===== config.mk =====
export PLATFORM = sky130hd
export DESIGN_NAME = cdm_exec
export DESIGN_NICKNAME = d
export VERILOG_FILES = /design/src/verilog/cdm_pkg.sv /design/src/verilog/cdm_exec.sv
export SDC_FILE = /design/constraint.sdc
export NUM_CORES = 1
export LEC_CHECK = 0
export CAP_MARGIN = 10
export CORE_MARGIN = 2
export CORE_UTILIZATION = 45
export CTS_BUF_LIST = sky130_fd_sc_hd__clkbuf_2 sky130_fd_sc_hd__clkbuf_4 sky130_fd_sc_hd__clkbuf_8
export DETAILED_ROUTE_END_ITERATION = 12
export DONT_BUFFER_PORTS = 1
export GPL_TIMING_DRIVEN = 0
export PLACE_DENSITY = 0.67
export SYNTH_ARGS = -nofsm -noshare
export SYNTH_HDL_FRONTEND = slang
export SYNTH_SLANG_ARGS = --single-unit

===== constraint.sdc =====
create_clock -name mclk_i -period 3.2 [get_ports mclk_i]
set_input_delay 0.64 -clock mclk_i [delete_from_list [all_inputs] [get_ports mclk_i]]
set_output_delay 0.64 -clock mclk_i [all_outputs]
set_load 0.01 [all_outputs]

===== src/verilog/cdm_pkg.sv =====
// Package: constants for the code-table load and external data move executor
package cdm_pkg;
  // Opcodes
  localparam logic [7:0] OP_CTL_PTR = 8'h93;
  localparam logic [7:0] OP_CTL_PC = 8'h83;
  localparam logic [7:0] OP_XRD_PTR = 8'he0;
  localparam logic [7:0] OP_XWR_PTR = 8'hf0;
  localparam logic [6:0] OP_XRD_IND_HI = 7'h71;
  localparam logic [6:0] OP_XWR_IND_HI = 7'h79;
  // Machine cycles per instruction
  localparam logic [1:0] INSTR_CYCLES = 2'h2;
  // Reset values
  localparam logic [7:0] ACC_RST = 8'h00;
  localparam logic [15:0] PC_RST = 16'h0000;
  localparam logic [7:0] PORT_RST = 8'hff;
  typedef enum logic [3:0] {
    CDM_IDLE = 4'b0001,
    CDM_ADDR = 4'b0010,
    CDM_DATA = 4'b0100,
    CDM_DONE = 4'b1000
  } cdm_state_e;
endpackage


===== src/verilog/cdm_exec.sv =====
// Execution unit for code-table loads and external data moves
`timescale 1ns/1ps
// ----------------------------------------------------------------------------
// Notes on behaviour
// (RULE_01) A code-table load puts into the accumulator the code byte at accumulator plus base.
// (RULE_02) With the program counter as base, it is first advanced past the opcode, then added.
// (RULE_03) With the sixteen-bit pointer as base, the pointer is left unchanged.
// (RULE_04) The address sum is a full sixteen-bit add with carry into the high byte.
// (RULE_05) Code-table loads leave all status flags, carry and parity included, untouched.
// (RULE_06) Opcode 93h is the pointer-based code-table load, one byte, two machine cycles.
// (RULE_07) Opcode 83h is the counter-based code-table load, one byte, two machine cycles.
// (RULE_08) An external data move transfers one byte between accumulator and external memory.
// (RULE_09) The short form uses the selected indirect register as an eight-bit address on port zero.
// (RULE_10) The pointer form drives the high pointer byte on port two and the low on port zero.
// (RULE_11) The port-two register keeps its written value while port two shows the high byte.
// (RULE_12) The pointer form reaches the whole sixteen-bit space with no port setup.
// (RULE_13) In the short form port two pins keep showing the port-two register value.
// (RULE_14) Opcodes e2h/e3h read, f2h/f3h write via indirect register, e0h reads via pointer.
// ----------------------------------------------------------------------------
module cdm_exec (
  input wire logic mclk_i,
  input wire logic arst_n_i,
  input wire logic start_i,
  input wire logic [7:0] opcode_i,
  input wire logic [15:0] pc_i,
  input wire logic [15:0] ptr_i,
  input wire logic [7:0] ind0_i,
  input wire logic [7:0] ind1_i,
  input wire logic [7:0] acc_i,
  input wire logic [7:0] psw_i,
  input wire logic p2_wr_i,
  input wire logic [7:0] p2_wdata_i,
  input wire logic [7:0] code_data_i,
  input wire logic [7:0] p0_in_i,
  output logic [15:0] code_addr_o,
  output logic code_rd_o,
  output logic [7:0] p0_out_o,
  output logic p0_oe_o,
  output logic [7:0] p2_out_o,
  output logic ale_o,
  output logic xrd_o,
  output logic xwr_o,
  output logic [7:0] acc_o,
  output logic acc_we_o,
  output logic [15:0] pc_o,
  output logic pc_we_o,
  output logic [7:0] psw_o,
  output logic [7:0] p2_reg_o,
  output logic busy_o,
  output logic done_o
);
  import cdm_pkg::*;

  // ----------------------------------------------------------------------------
  // Decode
  // ----------------------------------------------------------------------------
  function automatic logic is_known(input logic [7:0] op);
    is_known = (op == OP_CTL_PTR) || (op == OP_CTL_PC) || (op == OP_XRD_PTR) ||
               (op == OP_XWR_PTR) || (op[7:1] == OP_XRD_IND_HI) ||
               (op[7:1] == OP_XWR_IND_HI);
  endfunction

  cdm_state_e state_r;
  logic [7:0] op_r;
  logic [15:0] xaddr_r;
  logic [7:0] acc_r;
  logic [7:0] p2_reg_r;
  logic [7:0] psw_r;

  wire is_ctl = (op_r == OP_CTL_PTR) || (op_r == OP_CTL_PC);
  wire is_wr = (op_r == OP_XWR_PTR) || (op_r[7:1] == OP_XWR_IND_HI);
  wire is_ptr_x = (op_r == OP_XRD_PTR) || (op_r == OP_XWR_PTR);
  wire [15:0] pc_next = pc_i + 16'h0001; // [RULE_02]
  // Pointer is only read here, never written back
  wire [15:0] base = (opcode_i == OP_CTL_PC) ? pc_next : ptr_i; // [RULE_03]
  wire [15:0] ctl_addr = base + {8'h00, acc_i}; // [RULE_01] [RULE_04]
  wire [7:0] ind_addr = opcode_i[0] ? ind1_i : ind0_i; // [RULE_09]

  // ----------------------------------------------------------------------------
  // Sequencer: two machine cycles, ADDR then DATA, then a done pulse
  // ----------------------------------------------------------------------------
  always_ff @(posedge mclk_i or negedge arst_n_i) begin
    if (!arst_n_i) begin
      state_r <= CDM_IDLE;
      op_r <= 8'h00;
      xaddr_r <= 16'h0000;
    end else begin
      case (state_r)
        CDM_IDLE: begin
          if (start_i && is_known(opcode_i)) begin // [RULE_06] [RULE_07] [RULE_14]
            state_r <= CDM_ADDR;
            op_r <= opcode_i;
            if (opcode_i == OP_CTL_PTR || opcode_i == OP_CTL_PC) begin
              xaddr_r <= ctl_addr;
            end else if (opcode_i == OP_XRD_PTR || opcode_i == OP_XWR_PTR) begin
              xaddr_r <= ptr_i; // [RULE_12]
            end else begin
              xaddr_r <= {8'h00, ind_addr};
            end
          end
        end
        CDM_ADDR: state_r <= CDM_DATA;
        CDM_DATA: state_r <= CDM_DONE;
        CDM_DONE: state_r <= CDM_IDLE;
        default: state_r <= CDM_IDLE;
      endcase
    end
  end

  // ----------------------------------------------------------------------------
  // Bus pins
  // ----------------------------------------------------------------------------
  always_ff @(posedge mclk_i or negedge arst_n_i) begin
    if (!arst_n_i) begin
      code_addr_o <= 16'h0000;
      code_rd_o <= 1'b0;
      p0_out_o <= PORT_RST;
      p0_oe_o <= 1'b0;
      p2_out_o <= PORT_RST;
      ale_o <= 1'b0;
      xrd_o <= 1'b0;
      xwr_o <= 1'b0;
    end else begin
      code_rd_o <= 1'b0;
      ale_o <= 1'b0;
      xrd_o <= 1'b0;
      xwr_o <= 1'b0;
      p0_oe_o <= 1'b0;
      p2_out_o <= p2_reg_r; // [RULE_13]
      if (state_r == CDM_IDLE && start_i && (opcode_i == OP_CTL_PTR || opcode_i == OP_CTL_PC))
      begin
        code_addr_o <= ctl_addr;
        code_rd_o <= 1'b1;
      end
      if (state_r == CDM_ADDR && !is_ctl) begin
        ale_o <= 1'b1;
        p0_oe_o <= 1'b1;
        p0_out_o <= xaddr_r[7:0]; // [RULE_09] [RULE_10]
        if (is_ptr_x) begin
          p2_out_o <= xaddr_r[15:8]; // [RULE_10]
        end
      end
      if (state_r == CDM_DATA && !is_ctl) begin
        if (is_ptr_x) begin
          p2_out_o <= xaddr_r[15:8];
        end
        if (is_wr) begin
          xwr_o <= 1'b1;
          p0_oe_o <= 1'b1;
          p0_out_o <= acc_i; // [RULE_08]
        end else begin
          xrd_o <= 1'b1;
        end
      end
    end
  end

  // ----------------------------------------------------------------------------
  // Port-two latch: pointer accesses never write it
  // ----------------------------------------------------------------------------
  always_ff @(posedge mclk_i or negedge arst_n_i) begin
    if (!arst_n_i) begin
      p2_reg_r <= PORT_RST;
    end else if (p2_wr_i) begin
      p2_reg_r <= p2_wdata_i; // [RULE_11]
    end
  end
  assign p2_reg_o = p2_reg_r;

  // ----------------------------------------------------------------------------
  // Results to the core
  // ----------------------------------------------------------------------------
  always_ff @(posedge mclk_i or negedge arst_n_i) begin
    if (!arst_n_i) begin
      acc_r <= ACC_RST;
      acc_we_o <= 1'b0;
      pc_o <= PC_RST;
      pc_we_o <= 1'b0;
      psw_r <= 8'h00;
      busy_o <= 1'b0;
      done_o <= 1'b0;
    end else begin
      acc_we_o <= 1'b0;
      pc_we_o <= 1'b0;
      done_o <= 1'b0;
      busy_o <= (state_r == CDM_IDLE) ? (start_i && is_known(opcode_i)) : (state_r != CDM_DONE);
      psw_r <= psw_i; // [RULE_05]
      if (state_r == CDM_IDLE && start_i && is_known(opcode_i)) begin
        pc_o <= pc_next; // every opcode here is one byte
        pc_we_o <= 1'b1;
      end
      if (state_r == CDM_ADDR && is_ctl) begin
        acc_r <= code_data_i; // [RULE_01]
        acc_we_o <= 1'b1;
      end
      // Sampled while the read strobe stands; during the address phase
      // port zero carries our own address, not memory data
      if (state_r == CDM_DONE && !is_ctl && !is_wr) begin
        acc_r <= p0_in_i; // [RULE_08]
        acc_we_o <= 1'b1;
      end
      if (state_r == CDM_DONE) begin
        done_o <= 1'b1;
      end
    end
  end
  assign acc_o = acc_r;
  assign psw_o = psw_r;
endmodule


# --- Word-level counts from Yosys, hierarchy flattened ---
# Cells that the tools add are included.
word_totals:
  register_bits: 109
classes:
  n_mux: 28
  n_eq_ne: 17
  add_sub_neg: 2
  n_reduce_logical: 22
ops:
  columns: ["op", "count"]
  rows:
  - ["8-bit 2-to-1 mux", 10]
  - ["8-bit equality test (second input constant)", 8]
  - ["16-bit 2-to-1 mux", 3]
  - ["7-bit equality test (second input constant)", 3]
  - ["16-bit by 1-bit adder with 16-bit output (second input constant)", 1]
  - ["16-bit by 8-bit adder with 16-bit output", 1]
  - ["1-bit 2-to-1 mux", 13]
  - ["4-bit one-hot mux with 3 select lines", 1]
  - ["1-bit logical AND", 9]
  - ["1-bit logical OR", 9]
  - ["4-bit by 1-bit equality test with 1-bit output (second input constant)", 1]
  - ["4-bit by 2-bit equality test with 1-bit output (second input constant)", 1]
  - ["4-bit by 3-bit equality test with 1-bit output (second input constant)", 1]
  - ["4-bit equality test (second input constant)", 1]
  - ["4-bit 2-to-1 mux", 1]
  - ["4-bit inequality test (second input constant)", 1]
  - ["1-bit zero test", 2]
  - ["2-bit inequality test (second input constant)", 1]
  - ["2-bit AND reduction", 1]
  - ["2-bit nonzero test", 1]

# --- Logic depth before layout (Yosys ltp) ---
logic_depth:
  depth_word: 9
  ltp_mapped: 17

# --- Least setup slack after synthesis ---
# No wires, ideal clock.
synth_path:
  path_kind: "input to register"
  from: "input opcode_i[4]"
  to: "register xaddr_r[14]"
  n_path_buf: 4
  setup_ns: 0.065
  arrival_time_ns: 3.779
  required_ns: 3.135
  stages: 17
  slack_ns: -0.644
  cell_sequence: "clkbuf_1 > inv_1 > nand3_1 > clkbuf_8 > clkbuf_1 > clkbuf_1 > nand2_1 > o21ai_0 > ha_1 > fa_1 > a21oi_1 > o21ai_0 > a21boi_0 > or2_2 > or4_4 > a21oi_1 > o22a_1"
synth_via:
  elab_chain_cells: 8
  word_cells_on_any_way: 18
  cone_classes: "add/sub (1); eq/ne (6); mux (3); reduce/logical (8)"
synth_rtl:
  columns: ["item", "line", "text"]
  rows:
  - ["start: declaration", "cdm_exec.sv:24", "input wire logic [7:0] opcode_i,"]
  - ["branches (longest 8 deep; another with 16-bit by 8-bit adder with 16-bit output)", null, null]
  - ["end signal: assignment", "cdm_exec.sv:94", "xaddr_r <= ctl_addr;"]
  - ["end signal: assignment", "cdm_exec.sv:96", "xaddr_r <= ptr_i;"]
  - ["end signal: assignment", "cdm_exec.sv:98", "xaddr_r <= {8'h00, ind_addr};"]
  - ["end: declaration", "cdm_exec.sv:65", "logic [15:0] xaddr_r;"]
# Parallel ways; which one is timed is not known.
# A chain may end at the register's enable or synchronous reset.

# --- Worst setup path in the final report ---
layout_path:
  from: "input opcode_i[2]"
  to: "register xaddr_r[7]"
# Same word-level chain as after synthesis.

==> results.cfg <==
[cts]
cts_max_path_buffers = 2
clkLatencyLatePin_ns = 0.39
cts_tree = yes
cts_buffers = 9
cts_root_buffer = clkbuf_8
cts.sinks = 109
htree_levels = 3
clkTransAtPathRegs_ns = 0.11

[route]
drtIter0Drc = 335
num_vias = 4350
drc_errors = 0
drtPass1Iterations = 4
vias_per_cell = 5.93
post_drt_wl_per_cell_um = 21.0
wl_um = 15400
drtAntennaViolNets = 0

[synth]
synth_cell_types = 60
yosys.cell_count.top_type = nand2_1
ys_seq_elements = 109
netlist_top_cells_count = 91 x nand2_1, 84 x dfrtp_1, 54 x o21ai_0
synth-edff-count = 0
ys_seq_area_share_pct = 49.6
syn_avg_cell_area_um2 = 9.94
ys.flop_type = dfrtp_1
synth_area_leaders = dfrtp_1 38%, dfstp_2 12%, nand2_1 6.1%
syn_inst = 559
synth_top_area_cell = dfrtp_1
synthesis.nets = 669
synthArstFlopShare_pct = 100
ys.warnings.count = 0
synth_area_um2 = 5560
synth_top_area_share_pct = 37.8

[finish]
antenna_cells = 0
fin_area_um2 = 6180
instances_no_fill = 733
syn2layout_area_growth_pct = 11.2
fillers = 1118
layout.nets = 691
drive_gt1_share_pct = 20.1

[timing]
clock.fmax_mhz = 323
setup_viol = 0
final-hold-violation-count = 0
fin_crit_sh_pct = 96.7
finalClockSkew_ns = 0.0129
final_max_slew_viol_count = 0
worstMarginPinSlew_ns = 0.937
slew_headroom_pct = 37.1
min_period_ns = 3.10

[floorplan]
ios = 181
start_util_pct = 46.3
die_x_um = 115
die-area_um2 = 13300
chipHeight_um = 115
coreArea_um2 = 12000
rows = 40

[placement]
dp_hpwl_um = 11500
place_inst = 706
place_congestion = 0.904
port_buffers = 0
place_area_um2 = 5810

[setup_path]
rr_worst_depth = 6
crit_path_max_fanout = 8
worst_setup_path_end_kind = flop
rr_startpoint = state_r[1]
rrSetupSlack_ns = 0.78
reg2reg_to = p0_out_o[0]
cp_slowest_cell = nor3b_4
crit_arrival_ns = 3.35
crit_path_start_kind = primary input
max_stage_delay_ns = 0.30
worstPathCellList = nor3b_4 -> buf_4 -> and3_1 -> clkbuf_2 -> nand2_1 -> nand2_1 -> ha_4 -> a211oi_4 -> o21ai_1 -> a21o_1 -> a21oi_1 -> xnor2_1 -> a221oi_2 -> a21oi_1
startpoint = opcode_i[2]
worstSetupPathType = primary input to flop
critical_path_required_ns = 3.45

[pwr]
pwr-share-comb_pct = 14.1
ir_worst_vdd_mv = 0.241
switching_power_uw = 911
pwr-share-clk_pct = 27.8
internal-power_mw = 2.05
power.share.switching_pct = 30.8
power_density_nw_per_um2 = 479
sequentialPowerShare_pct = 58.1
p_leak_nw = 2.70

[global_routing]
first_global_vias = 4222
grt-ovfl-total = 0
groute.usage.overall_pct = 23.2
grt_pass1_wl_um = 23500
grt_max_degree = 85
antenna_found_initial = 0

[run]
drv_cap = 0

[status]
status = finished clean

[hold_path]
min_path_type = primary input to asynchronous set/reset pin
[power by group through the flow]
stage	clock, mW	sequential (mW)	combinational, mW
CTS	0.845	1.72	0.395
global route	0.907	1.74	0.475
global placement	0	1.75	0.349
floorplan	0	1.70	0.297
detailed placement	0	1.75	0.363
finish	0.824	1.72	0.418
[logic make-up (layout without fill, tap and decap cells)]
logic type,count (synthesis),count (layout),share of synthesized area (%)
AND/OR/NAND/NOR,205,205,17.9
flip-flops,109,109,49.6
buffers and inverters,34,61,3.04
XOR/XNOR,28,28,4.41
multiplexers,47,47,8.96
adder cells (fa/ha/maj),10,10,2.39
AO/OA/AOI/OAI,126,126,13.7
[area by class of cell]
type | count | area (um2) | share of cell area, %
inverter | 9 | 36.3 | 0.587
timing repair buffer | 12 | 110 | 1.78
sequential | 109 | 2760 | 44.6
buffer | 24 | 145 | 2.35
tap | 147 | 184 | 2.98
clock buffer | 9 | 124 | 2.00
clock inverter | 7 | 68.8 | 1.11
multi-input combinational | 416 | 2750 | 44.5
[flip-flops by register name, indices dropped and copies added (netlist names)]
| name | count |
|---|---|
| p0_oe_o | 1 |
| code_rd_o | 1 |
| pc_o | 16 |
| p2_reg_o | 8 |
| p2_out_o | 8 |
| ale_o | 1 |
| xrd_o | 1 |
| psw_o | 8 |
| state_r | 4 |
| acc_o | 8 |
| busy_o | 1 |
| p0_out_o | 8 |
| code_addr_o | 16 |
| pc_we_o | 1 |
| op_r | 8 |
| acc_we_o | 1 |
| xaddr_r | 16 |
| xwr_o | 1 |
| done_o | 1 |
[through the flow]
step	utilization, %	total power, mW	setup TNS, ns	hold slack [ns]	setup WS (ns)
floorplan	-	1.99	-0.509	0.344	-0.142
global placement	48.3	2.09	-8.80	0.347	-0.622
detailed placement	48.3	2.11	-9.63	0.348	-0.638
CTS	50.4	2.96	0	0.0700	0.000995
global route	51.4	3.13	-0.0555	0.0603	-0.0437
finish	51.4	2.96	0	0.0781	0.104
[routing by layer]
metal,GRT usage [%],share of wire [%],vias to the layer above
met5,0,0,-
met4,7.95,2.2,0
met3,6.69,8.5,32
met2,37.2,47,198
met1,30.2,42,2096
li1,-,-,2024
[worst max-delay path, delay by kind of cell]
family                   cells  cell delay, ns
adder cells (fa/ha/maj)      1            0.25
AND/OR/NAND/NOR              4            0.70
XOR/XNOR                     1            0.12
buffers and inverters        2            0.41
AO/OA/AOI/OAI                6            1.21
[cells in the final DEF, fill, tap and decap left out, types with 8 or more instances in the layout]
master    count
nand2_1      91
dfrtp_1      84
o21ai_0      47
nor2_1       34
mux2i_1      25
dfstp_2      25
a21oi_1      24
mux2_2       22
xnor2_1      16
nand3_1      15
clkbuf_1     15
clkbuf_8     12
xor2_1       11
nor3_1       11
buf_4        11
inv_1         8
[worst max path at each step]
stage	end	slack (ns)	depth (start not counted)
after global routing	code_addr_o[11]	-0.04	14
after global placement	xaddr_r[7]	-0.62	16
after detailed placement	xaddr_r[7]	-0.64	16
final	xaddr_r[7]	0.10	14
after floorplan	code_addr_o[14]	-0.14	15
after CTS	xaddr_r[14]	0.001	15
[timing repair]
action,in CTS,in global routing
resized for setup,5,16
setup buffers,2,9
cloned,0,0
pin swaps,2,17
hold endpoints to repair,84,0
endpoints found under the setup margin,14,14
hold buffers,1,0
Power figures use the tool's default switching activity.
